**src/rtl/csel_pkg.sv**
```systemverilog
package csel_pkg;

  // ********************************
  // register map
  // ********************************
  localparam logic [31:0] CSEL_ADDR_HIGH = 32'h019c0000;
  localparam logic [31:0] CSEL_ADDR_LOW = 32'h019c0004;
  localparam logic [31:0] CSEL_ADDR_STATUS = 32'h019c0008;
  localparam logic [31:0] CSEL_ADDR_MASK = 32'h019c000c;

  // ********************************
  // selector fields and reset values
  // ********************************
  localparam int CSEL_CODE_W = 5;
  localparam int CSEL_NUM_SEL = 12;
  localparam int CSEL_FLD_PER_REG = 6;
  localparam int CSEL_FLD_LSB [CSEL_FLD_PER_REG] = '{0, 5, 10, 16, 21, 26};
  localparam logic [31:0] CSEL_SEL_WMASK = 32'h7fff7fff;
  localparam logic [31:0] CSEL_HIGH_RESET = 32'h08202d43;
  localparam logic [31:0] CSEL_LOW_RESET = 32'h250718a4;
  localparam logic [15:0] CSEL_MASK_RESET = 16'h0000;
  localparam logic [15:0] CSEL_STATUS_RESET = 16'h0000;
  localparam logic [1:0] CSEL_RESP_OKAY = 2'b00;
  localparam logic [1:0] CSEL_RESP_SLVERR = 2'b10;
  localparam int CSEL_SYNC_STAGES = 2;

  function automatic logic [4:0] csel_field(input logic [31:0] sel, input int idx);
    return sel[CSEL_FLD_LSB[idx] +: CSEL_CODE_W];
  endfunction

  // reserved codes: 10101, 10110, 11000..11101
  function automatic logic csel_code_ok(input logic [4:0] code);
    return !(code == 5'h15 || code == 5'h16 || (code >= 5'h18 && code <= 5'h1d));
  endfunction

  function automatic logic csel_hit(input logic [31:0] a, input logic [31:0] base);
    return a[31:2] == base[31:2];
  endfunction

endpackage

```
**src/rtl/csel_route.sv**
```systemverilog
`timescale 1ns/1ps
`default_nettype none
module csel_route import csel_pkg::*; (
  input wire logic [31:0] sel_low,
  input wire logic [31:0] sel_high,
  input wire logic [31:0] src,
  output logic [CSEL_NUM_SEL-1:0] line_req
);

  // ********************************
  // per-line source selection
  // ********************************
  always_comb begin
    logic [4:0] code;
    code = 5'h00;
    line_req = '0;
    for (int i = 0; i < CSEL_NUM_SEL; i++) begin
      if (i < CSEL_FLD_PER_REG) begin
        code = csel_field(sel_low, i);
      end else begin
        code = csel_field(sel_high, i - CSEL_FLD_PER_REG);
      end
      // reserved codes never reach the core
      line_req[i] = csel_code_ok(code) && src[code];
    end
  end

endmodule
`default_nettype wire

```
**src/rtl/csel_sync.sv**
```systemverilog
`timescale 1ns/1ps
`default_nettype none
module csel_sync import csel_pkg::*; #(
  parameter int W = 4
) (
  input wire logic aclk,
  input wire logic aresetn,
  input wire logic [W-1:0] d,
  output logic [W-1:0] q
);

  typedef struct packed {
    logic [W-1:0] meta;
    logic [W-1:0] stable;
  } csel_sync_s;

  csel_sync_s r;
  csel_sync_s next_r;

  // first stage feeds only the second
  always_comb begin
    next_r = r;
    next_r.meta = d;
    next_r.stable = r.meta;
  end

  always_ff @(posedge aclk) begin
    if (!aresetn) begin
      r <= '0;
    end else begin
      r <= next_r;
    end
  end

  assign q = r.stable;

endmodule
`default_nettype wire

```
**src/rtl/csel_top.sv**
```systemverilog
// The placing of the registers and register access over AXI4-Lite are this design's own decisions.
`timescale 1ns/1ps
`default_nettype none
// Overview of operation
// - Lines 0 to 3 are fixed: 0 is reset, 1 is the non-maskable event, 2 and 3 never assert.
// - Each of lines 4 to 15 follows the source named by its own 5-bit selector field.
// - The low selector holds fields for lines 4..9 at 4:0, 9:5, 14:10, 20:16, 25:21, 30:26.
// - The high selector holds fields for lines 10..15 with the same layout.
// - After reset lines 4..9 select codes 4, 5, 6, 7, 8 and 9.
// - After reset lines 10..15 select codes 3, 10, 11, 0, 1 and 2.
// - Codes 12 to 20 map to serial 0/1 tx/rx, pin event 0, serial 2 tx/rx, timer 2, memory B refresh.
// - Code 23 is the cell interface, 30 Viterbi, 31 turbo; the other high codes are reserved.
// - Pins four to seven act as synchronised interrupt inputs feeding codes 4 to 7.
// - Line 0 has the highest priority and line 15 the lowest.
// - The high selector sits at 0x019c0000 and the low one at 0x019c0004.
module csel_top import csel_pkg::*; (
  input wire logic aclk,
  input wire logic aresetn,
  input wire logic [31:0] awaddr,
  input wire logic [2:0] awprot,
  input wire logic awvalid,
  output logic awready,
  input wire logic [31:0] wdata,
  input wire logic [3:0] wstrb,
  input wire logic wvalid,
  output logic wready,
  output logic [1:0] bresp,
  output logic bvalid,
  input wire logic bready,
  input wire logic [31:0] araddr,
  input wire logic [2:0] arprot,
  input wire logic arvalid,
  output logic arready,
  output logic [31:0] rdata,
  output logic [1:0] rresp,
  output logic rvalid,
  input wire logic rready,
  input wire logic reset_event,
  input wire logic nmi_event,
  input wire logic host_to_cpu_irq,
  input wire logic timer_zero_irq,
  input wire logic timer_one_irq,
  input wire logic timer_two_irq,
  input wire logic mem_a_refresh_timer_irq,
  input wire logic mem_b_refresh_timer_irq,
  input wire logic pin_event_zero,
  input wire logic pin_event_four,
  input wire logic pin_event_five,
  input wire logic pin_event_six,
  input wire logic pin_event_seven,
  input wire logic [3:0] pin_interrupt_input,
  input wire logic dma_completion_irq,
  input wire logic emulation_dma_event,
  input wire logic emulation_exchange_rx,
  input wire logic emulation_exchange_tx,
  input wire logic serial0_tx_irq,
  input wire logic serial0_rx_irq,
  input wire logic serial1_tx_irq,
  input wire logic serial1_rx_irq,
  input wire logic serial2_tx_irq,
  input wire logic serial2_rx_irq,
  input wire logic cell_interface_irq,
  input wire logic viterbi_coproc_irq,
  input wire logic turbo_coproc_irq,
  output logic [15:0] cpu_int,
  output logic [3:0] cpu_int_top,
  output logic cpu_int_any,
  output logic irq
);

  typedef struct packed {
    logic awready;
    logic wready;
    logic aw_ok;
    logic [31:0] aw_addr;
    logic w_ok;
    logic [31:0] wdata;
    logic [3:0] wstrb;
    logic bvalid;
    logic [1:0] bresp;
    logic arready;
    logic rvalid;
    logic [31:0] rdata;
    logic [1:0] rresp;
    logic [31:0] sel_high;
    logic [31:0] sel_low;
    logic [15:0] status;
    logic [15:0] mask;
    logic [15:0] lines;
    logic [3:0] top;
    logic any;
    logic irq;
  } csel_state_s;

  csel_state_s r;
  csel_state_s next_r;
  logic [3:0] pin_sync;
  logic [31:0] src;
  logic [CSEL_NUM_SEL-1:0] line_req;

  // ********************************
  // helpers
  // ********************************
  function automatic logic [31:0] csel_wr(input logic [31:0] old, input logic [31:0] d,
                                          input logic [3:0] strb, input logic [31:0] keep);
    logic [31:0] v;
    v = old;
    for (int b = 0; b < 4; b++) begin
      if (strb[b]) begin
        v[b*8 +: 8] = d[b*8 +: 8];
      end
    end
    return v & keep;
  endfunction

  // lowest index wins, so line 0 outranks everything
  function automatic logic [3:0] csel_prio(input logic [15:0] v);
    logic [3:0] t;
    t = 4'h0;
    for (int i = 15; i >= 0; i--) begin
      if (v[i]) begin
        t = 4'(i);
      end
    end
    return t;
  endfunction

  // ********************************
  // event sources
  // ********************************
  // pins come from outside the clock domain
  csel_sync #(.W(4)) u_pin_sync (
    .aclk(aclk),
    .aresetn(aresetn),
    .d(pin_interrupt_input),
    .q(pin_sync)
  );

  // bit index is the selector code
  assign src = {turbo_coproc_irq, viterbi_coproc_irq, 6'h00, cell_interface_irq, 2'b00,
                mem_b_refresh_timer_irq, timer_two_irq, serial2_rx_irq, serial2_tx_irq,
                pin_event_zero, serial1_rx_irq, serial1_tx_irq, serial0_rx_irq, serial0_tx_irq,
                emulation_exchange_tx, emulation_exchange_rx, emulation_dma_event, dma_completion_irq,
                pin_event_seven | pin_sync[3], pin_event_six | pin_sync[2],
                pin_event_five | pin_sync[1], pin_event_four | pin_sync[0],
                mem_a_refresh_timer_irq, timer_one_irq, timer_zero_irq, host_to_cpu_irq};

  csel_route u_route (
    .sel_low(r.sel_low),
    .sel_high(r.sel_high),
    .src(src),
    .line_req(line_req)
  );

  // ********************************
  // next state
  // ********************************
  always_comb begin
    logic [15:0] rise;
    logic rd_clr;
    rise = 16'h0000;
    rd_clr = 1'b0;
    next_r = r;
    next_r.lines = {line_req, 2'b00, nmi_event, reset_event};
    rise = next_r.lines & ~r.lines;
    // write channels are taken independently
    if (awvalid && r.awready) begin
      next_r.aw_ok = 1'b1;
      next_r.aw_addr = awaddr;
    end
    if (wvalid && r.wready) begin
      next_r.w_ok = 1'b1;
      next_r.wdata = wdata;
      next_r.wstrb = wstrb;
    end
    if (r.bvalid && bready) begin
      next_r.bvalid = 1'b0;
    end
    if (next_r.aw_ok && next_r.w_ok && !next_r.bvalid) begin
      next_r.aw_ok = 1'b0;
      next_r.w_ok = 1'b0;
      next_r.bvalid = 1'b1;
      next_r.bresp = CSEL_RESP_OKAY;
      if (csel_hit(next_r.aw_addr, CSEL_ADDR_HIGH)) begin
        next_r.sel_high = csel_wr(r.sel_high, next_r.wdata, next_r.wstrb, CSEL_SEL_WMASK);
      end else if (csel_hit(next_r.aw_addr, CSEL_ADDR_LOW)) begin
        next_r.sel_low = csel_wr(r.sel_low, next_r.wdata, next_r.wstrb, CSEL_SEL_WMASK);
      end else if (csel_hit(next_r.aw_addr, CSEL_ADDR_MASK)) begin
        next_r.mask = 16'(csel_wr({16'h0000, r.mask}, next_r.wdata, next_r.wstrb, 32'h0000ffff));
      end else if (!csel_hit(next_r.aw_addr, CSEL_ADDR_STATUS)) begin
        next_r.bresp = CSEL_RESP_SLVERR;
      end
    end
    next_r.awready = !next_r.aw_ok;
    next_r.wready = !next_r.w_ok;
    // read channel
    if (r.rvalid && rready) begin
      next_r.rvalid = 1'b0;
    end
    if (arvalid && r.arready) begin
      next_r.rvalid = 1'b1;
      next_r.rresp = CSEL_RESP_OKAY;
      next_r.rdata = 32'h00000000;
      if (csel_hit(araddr, CSEL_ADDR_HIGH)) begin
        next_r.rdata = r.sel_high;
      end else if (csel_hit(araddr, CSEL_ADDR_LOW)) begin
        next_r.rdata = r.sel_low;
      end else if (csel_hit(araddr, CSEL_ADDR_STATUS)) begin
        next_r.rdata = {16'h0000, r.status};
        rd_clr = 1'b1;
      end else if (csel_hit(araddr, CSEL_ADDR_MASK)) begin
        next_r.rdata = {16'h0000, r.mask};
      end else begin
        next_r.rresp = CSEL_RESP_SLVERR;
      end
    end
    next_r.arready = !next_r.rvalid;
    // a new edge in the clearing cycle survives the clear
    next_r.status = (rd_clr ? CSEL_STATUS_RESET : r.status) | rise;
    next_r.irq = |(next_r.status & next_r.mask);
    next_r.top = csel_prio(next_r.lines);
    next_r.any = |next_r.lines;
  end

  always_ff @(posedge aclk) begin
    if (!aresetn) begin
      r <= '0;
      r.sel_high <= CSEL_HIGH_RESET;
      r.sel_low <= CSEL_LOW_RESET;
      r.mask <= CSEL_MASK_RESET;
      r.status <= CSEL_STATUS_RESET;
    end else begin
      r <= next_r;
    end
  end

  assign awready = r.awready;
  assign wready = r.wready;
  assign bvalid = r.bvalid;
  assign bresp = r.bresp;
  assign arready = r.arready;
  assign rvalid = r.rvalid;
  assign rdata = r.rdata;
  assign rresp = r.rresp;
  assign cpu_int = r.lines;
  assign cpu_int_top = r.top;
  assign cpu_int_any = r.any;
  assign irq = r.irq;
endmodule
`default_nettype wire
```
**config.mk**
```make
export PLATFORM = sky130hd
export DESIGN_NAME = csel_top
export DESIGN_NICKNAME = d
export VERILOG_FILES = /design/src/rtl/csel_pkg.sv /design/src/rtl/csel_route.sv /design/src/rtl/csel_sync.sv /design/src/rtl/csel_top.sv
export SDC_FILE = /design/constraint.sdc
export NUM_CORES = 1
export LEC_CHECK = 0
export ABC_AREA = 1
export BUFFER_PORTS_ARGS = -buffer_cell sky130_fd_sc_hd__buf_2
export CAP_MARGIN = 20
export CELL_PAD_IN_SITES_DETAIL_PLACEMENT = 0
export CELL_PAD_IN_SITES_GLOBAL_PLACEMENT = 1
export CORE_AREA = 2 2 202 204
export DETAILED_ROUTE_END_ITERATION = 6
export DIE_AREA = 0 0 204 206
export GPL_TIMING_DRIVEN = 1
export PLACE_DENSITY_LB_ADDON = 0.15
export SLEW_MARGIN = 20
export SYNTH_ARGS = -nofsm -noshare
export SYNTH_HDL_FRONTEND = slang
export SYNTH_SLANG_ARGS = --single-unit
```
**constraint.sdc**
```tcl
create_clock -name aclk -period 3.7 [get_ports aclk]
set_input_delay 0.185 -clock aclk [delete_from_list [all_inputs] [get_ports aclk]]
set_output_delay 0.185 -clock aclk [all_outputs]
set_load 0.02 [all_outputs]
```
After elaboration in Yosys (flattened, before gate mapping)
Index checks and enable logic that the tools add are counted.
Word-level totals
  register bits: 233
  input bits: 143
  output and inout port bits: 63
  logic and storage cells: 265
Cells by class
  order comparisons: 36
  equal/unequal tests: 32
  muxes and demuxes: 68
  bitwise gates (word level): 10
  reduce and logical (&&, ||, !) cells: 85
Operators with widths (number)
  == test 30 x 23 -> 1 bit (second input constant): 8
  == test 5 bit (second input constant): 24
  2-to-1 mux 16 bit: 7
  < comparator 5 x 6 -> 1 bit (second input constant): 12
  binary-select mux 1 bit (select 5 bit): 12
  >= comparator 5 bit (second input constant): 12
  less-or-equal comparator 5 bit (second input constant): 12
  2-to-1 mux 37 bit: 1
  2-to-1 mux 35 bit: 1
  2-to-1 mux 33 bit: 1
  AND 16 bit: 2
  2-to-1 mux 32 bit: 1
  2-to-1 mux 4 bit: 8
  logical AND 1 bit: 31
  2-to-1 mux 31 bit: 1
  logical OR 1 bit: 24
  2-to-1 mux 1 bit: 21
  zero test 1 bit: 16
  2-to-1 mux 2 bit: 8
  2-to-1 mux 8 bit: 2
  NOT 16 bit: 1
  bitwise OR 16 bit: 1
  AND reduction 4 bit: 4
  OR reduction 16 bit: 1
  9 further kinds: 20

Depth between registers and ports, before layout
  word-level depth: 18
  depth in mapped cells: 23

Cells and area by module
Synthesis repeated with hierarchy kept, for this count alone.
Second synthesis, totals
  cells, all modules: 2290
  area, all modules: 13913.3 µm²
By module, submodules not included
  csel_top: instances 1, cells an instance 1464, area each 10239.8 µm²
  csel_route: instances 1, cells an instance 801, area each 3448.3 µm²
  csel_sync: instances 1, cells an instance 25, area each 225.2 µm²

Worst setup path before layout
OpenSTA, ideal clock, no wires.
  kind: reg-to-reg
  start: reg r, in the netlist wready
  end: reg r, in the netlist irq
  arrival: 2212 ps
  required time: 3572 ps
  setup slack: 1361 ps
  stages on the path, launching flop included: 18
  buffers on the path: 1
  clock period less this slack: 2339 ps
  cell sequence: dfxtp_1 > nand2_2 > inv_2 > or2_2 > nand2_2 > a21oi_4 > nand4_1 > nor3_4 > nand3_2 > buf_6 > nand2_1 > o21ai_1 > nand2_1 > nand2_1 > nor2_1 > nand2_1 > nor2_1 > nor2_1
On the way
  word-level cells in the longest chain between the ends: 9
RTL lines
  start: declaration: RTL line csel_top.sv:95  | csel_state_s r;
  start signal: assignment: RTL line csel_top.sv:233  | r <= next_r;
  logical AND 1 bit *: RTL line csel_top.sv:171  | if (wvalid && r.wready) begin
  2-to-1 mux 37 bit *: RTL line csel_top.sv:171
  2-to-1 mux 8 bit: RTL line csel_top.sv:109  | if (strb[b]) begin
  2-to-1 mux 16 bit: RTL line csel_top.sv:188  | end else if (csel_hit(next_r.aw_addr, CSEL_ADDR_MASK)) begin
  2-to-1 mux 16 bit: RTL line csel_top.sv:186  | end else if (csel_hit(next_r.aw_addr, CSEL_ADDR_LOW)) begin
  2-to-1 mux 16 bit: RTL line csel_top.sv:184  | if (csel_hit(next_r.aw_addr, CSEL_ADDR_HIGH)) begin
  2-to-1 mux 16 bit *: RTL line csel_top.sv:179  | if (next_r.aw_ok && next_r.w_ok && !next_r.bvalid) begin
  AND 16 bit *: RTL line csel_top.sv:220  | next_r.irq = |(next_r.status & next_r.mask);
  OR reduction 16 bit *: RTL line csel_top.sv:220
Every way passes the cells marked *; elsewhere a longest branch is shown, timed or not.
A chain may end at the register's enable or synchronous reset.

Worst setup path in the final report
  start: reg r, in the netlist awready
  end: reg, netlist name r[104]
On the way
  word-level cells in the longest chain between the ends: 5
RTL lines
  logical AND 1 bit *: RTL line csel_top.sv:167  | if (awvalid && r.awready) begin
  2-to-1 mux 33 bit *: RTL line csel_top.sv:167
  branches (longest 2 deep; another with == test 30 x 23 -> 1 bit)
  AND reduction 3 bit (no line) *
Mark *: on every way between the ends.

==> impl_metrics.tcl <==
set metrics [dict create \
    status "complete, no violations" \
    start_util_pct 30.4 \
    muxShareOfSynthArea_pct 2.57 \
    grt_max_degree 87 \
    clk_latency_ns 0.57 \
    routedWlPerCell_um 19.0 \
    synth_top_area_share_pct 36.9 \
    critical_path_arrival_ns 3.49 \
    synth_ff_type "dfxtp_1" \
    dp_hpwl_mm 33.9 \
    setup_viol 0 \
    synthXorXnorAreaFrac_pct 0 \
    finalMaxSlewViolations 0 \
    worstSetupStartpointType "flop" \
    avgSynthCellArea_um2 6.89 \
    critical_path_peak_fanout 24 \
    r2r_setup_slack_ns 0.72 \
    tns_ns 0 \
    synthesis.area_um2 12200 \
    maxCapViolations 0 \
    synth-simple-area-share_pct 26.2 \
    cp-startpoint "awready$_SDFF_PN0_" \
    nFillCells 4431 \
    drt-vias-per-instance 5.07 \
    cts_tree "yes" \
    synth_cells 1771 \
    numCtsBuffers 27 \
    multi_input_area_um2 6050 \
    worst_slack_ns 0.716 \
    synth_area_leaders "dfxtp_1 (37%), nand2_1 (11%), inv_1 (6.8%)" \
    p_per_area_nw_per_um2 411 \
    placed_cell_area_um2 13300 \
    reg2reg_depth 11 \
    vdd_drop_max_v 0.000296 \
    core.rowCount 74 \
    holdWs_ns 0.0236 \
    crit_required_ns 4.20 \
    seqCellArea_um2 4500 \
    post-cts-setup-buffer-count 0 \
    dr.pass1.iters 5 \
    fin_crit_ns 2.98 \
    worst_pin_slew_ns 1.05 \
    synth.largest_area_cell "dfxtp_1" \
    grt_pass1_wl_mm 71.3 \
    clk_path_buf_depth 3 \
    dieWidth_um 204 \
    dieHeight_um 206 \
    num_io_pins 206 \
    dieArea_um2 42000 \
    synthAdderAreaFrac_pct 0 \
    ys_seq_area_share_pct 36.9 \
    grt_util_all_layers_pct 22.2 \
    cts_sinks 225 \
    dp.cells 2386 \
    hold_violations 0 \
    drt_iter0_markers 947 \
    synth_cell_type_count 51 \
    timing.rr.start "awready$_SDFF_PN0_" \
    grt_pass1_vias 12000 \
    postRouteAntennaNets 0 \
    routabilityCongestion 0.893 \
    ys_ff_latch 225 \
    synth_edf_count 0 \
    period_share_pct 80.7 \
    io_buffers 189 \
    antenna_found_initial 1 \
    final_cells 2491 \
    wl_mm 47.4 \
    core-area_um2 40200 \
    synth-compound-area-share_pct 20.6 \
    relSlewSlack_pct 29.9 \
    rsz0062_at_grt "no" \
    post-place-ws_ns 0.704 \
    drc 0 \
    hold_class "in -> reg" \
    reg2reg_to "r[104]$_SDFFE_PN0P_" \
    nets 2081 \
    drive_above_1_share_pct 16.3 \
    area_growth_pct 20.6 \
    synth_top_family_by_area "simple AND/OR/NAND/NOR gates" \
    async_flop_share_pct 0 \
    cts_max_level 1 \
    via_count 12600 \
    max_freq_mhz 335 \
    yosysWarnings 0 \
    p_leak_nw 6.76 \
    critPathCaptureType "flop" \
    critical_path_class "reg -> reg" \
    root_buffer "clkbuf_16" \
    skew_ns 0.0141 \
    cp-endpoint "r[104]$_SDFFE_PN0P_" \
    final_cell_area_um2 14700 \
    path_clk_slew_ns 0.06 \
    grt_overflow 0 \
]
-- where the power goes --
group          internal, mW  total, mW  switching [mW]
sequential             2.51       2.55          0.0347
combinational         0.271      0.788           0.516
clock                  1.59       2.70            1.11
-- worst min-delay path by stage --
stage / from / to / slack, ns / depth (start not counted)
2_1_floorplan: nmi_event / cpu_int_top[2]$_SDFF_PP0_ / 0.26 / 1
3_3_place_gp: pin_interrupt_input[3] / u_pin_sync.next_r[3]$_SDFF_PN0_ / 0.37 / 3
3_5_place_dp: pin_interrupt_input[0] / u_pin_sync.next_r[0]$_SDFF_PN0_ / 0.37 / 3
4_1_cts: awaddr[29] / r[223]$_SDFF_PN0_ / 0.003 / 4
5_1_grt: wdata[8] / r[169]$_SDFF_PN0_ / 0.02 / 4
6_report: wdata[8] / r[169]$_SDFF_PN0_ / 0.02 / 4
-- layout make-up --
| type | count | area share [%] |
|---|---|---|
| flip-flops and latches | 225 | 30.6 |
| multi-input cells | 1181 | 41.2 |
| well taps | 532 | 4.53 |
| inverters | 232 | 5.94 |
| clock inverters | 12 | 0.910 |
| repair buffers | 271 | 11.6 |
| diodes | 1 | 0.0170 |
| clock buffers | 37 | 5.19 |
-- synthesized netlist by cell type (2+ instances only) --
library cell  instances
clkinv_1              2
a22oi_1               5
a21oi_1              87
nand2_2               3
mux2i_1              30
nand4_1              33
nand3_2               2
a211oi_1              9
nand2_1             348
nor3_2                5
buf_2                 6
nor2_1              194
a221oi_1              2
dfxtp_1             225
o221ai_1             37
o311ai_0              2
a31oi_1              19
inv_2                10
buf_4                56
o211ai_1             58
or2_2                22
or2_1                 3
buf_6                 8
or2_0                 4
nor2_4                2
clkbuf_1             63
o21ai_0             104
nor4_1                2
nand3b_1              8
inv_1               220
o21ai_2               7
o22ai_1              47
nor3_1               12
o32ai_1               2
buf_1                 4
nand3_1              94
o21ai_1              22
-- worst max-delay path, cell delays in order (launching register included) --
cell and delay, ns:
dfxtp_1 0.33, nand2_4 0.22, buf_4 0.35, nand2_1 0.08, o21ai_1 0.19, nand4_1 0.15
nor4_1 0.42, nand2_1 0.26, nor3_2 0.29, inv_2 0.19, or2_2 0.31, a21oi_1 0.12
-- per-stage QoR --
stage / total power, mW / utilization [%]
after floorplan: 3.06 / -
after global placement: 3.34 / 33.0
after detailed placement: 3.34 / 33.0
after CTS: 6.13 / 36.6
after global routing: 6.32 / 36.6
final: 6.04 / 36.6
-- layout by cell type (no fill, tap or decap), drive strengths merged --
cell type,instances
nand2,352
inv,232
dfxtp,225
buf,216
nor2,197
o21ai,133
nand3,96
a21oi,88
o211ai,58
dlygate4sd3,55
o22ai,47
o221ai,37
clkbuf,37
nand4,34
mux2i,31
or2,29
a31oi,19
nor3,18
a211oi,9
nand3b,8
clkinv,8
a22oi,5
conb,5
o311ai,3
nor4,3
o32ai,2
a221oi,2
bufinv,2
clkinvlp,2
diode,1
o31ai,1
o2111ai,1
o21a,1
a21boi,1
and3,1
-- layer usage --
| metal | global-route usage [%] | routed length [um] | vias to the layer above |
|---|---|---|---|
| met5 | 0 | 0 | - |
| met1 | 29.7 | 21700 | 5888 |
| met3 | 3.93 | 2970 | 91 |
| met2 | 36.5 | 21300 | 422 |
| li1 | - | - | 6217 |
| met4 | 6.70 | 1530 | 0 |
-- logic make-up after synthesis --
| group | count (synthesis) |
|---|---|
| AND/OR/NAND/NOR | 738 |
| AO/OA/AOI/OAI | 407 |
| buffers and inverters | 369 |
| flip-flops | 225 |
| multiplexers | 31 |
| other | 1 |
-- repair_timing --
| item | in CTS | in global routing |
|---|---|---|
| hold buffers | 55 | 0 |
| hold endpoints to repair | 72 | 0 |
| endpoints found under the setup margin | 0 | 0 |
| gates resized for setup | 0 | 0 |
-- flip-flops by register name, summed over array words and instances (netlist names) --
signal and flops:
arready 1, cpu_int_any 1, rdata 31, awready 1, cpu_int_top 4, rresp 1, cpu_int 14, r 159
wready 1, bresp 1, rvalid 1, bvalid 1, irq 1, u_pin_sync.q 4, u_pin_sync.next_r 4
(Power assumes the default switching activity.)
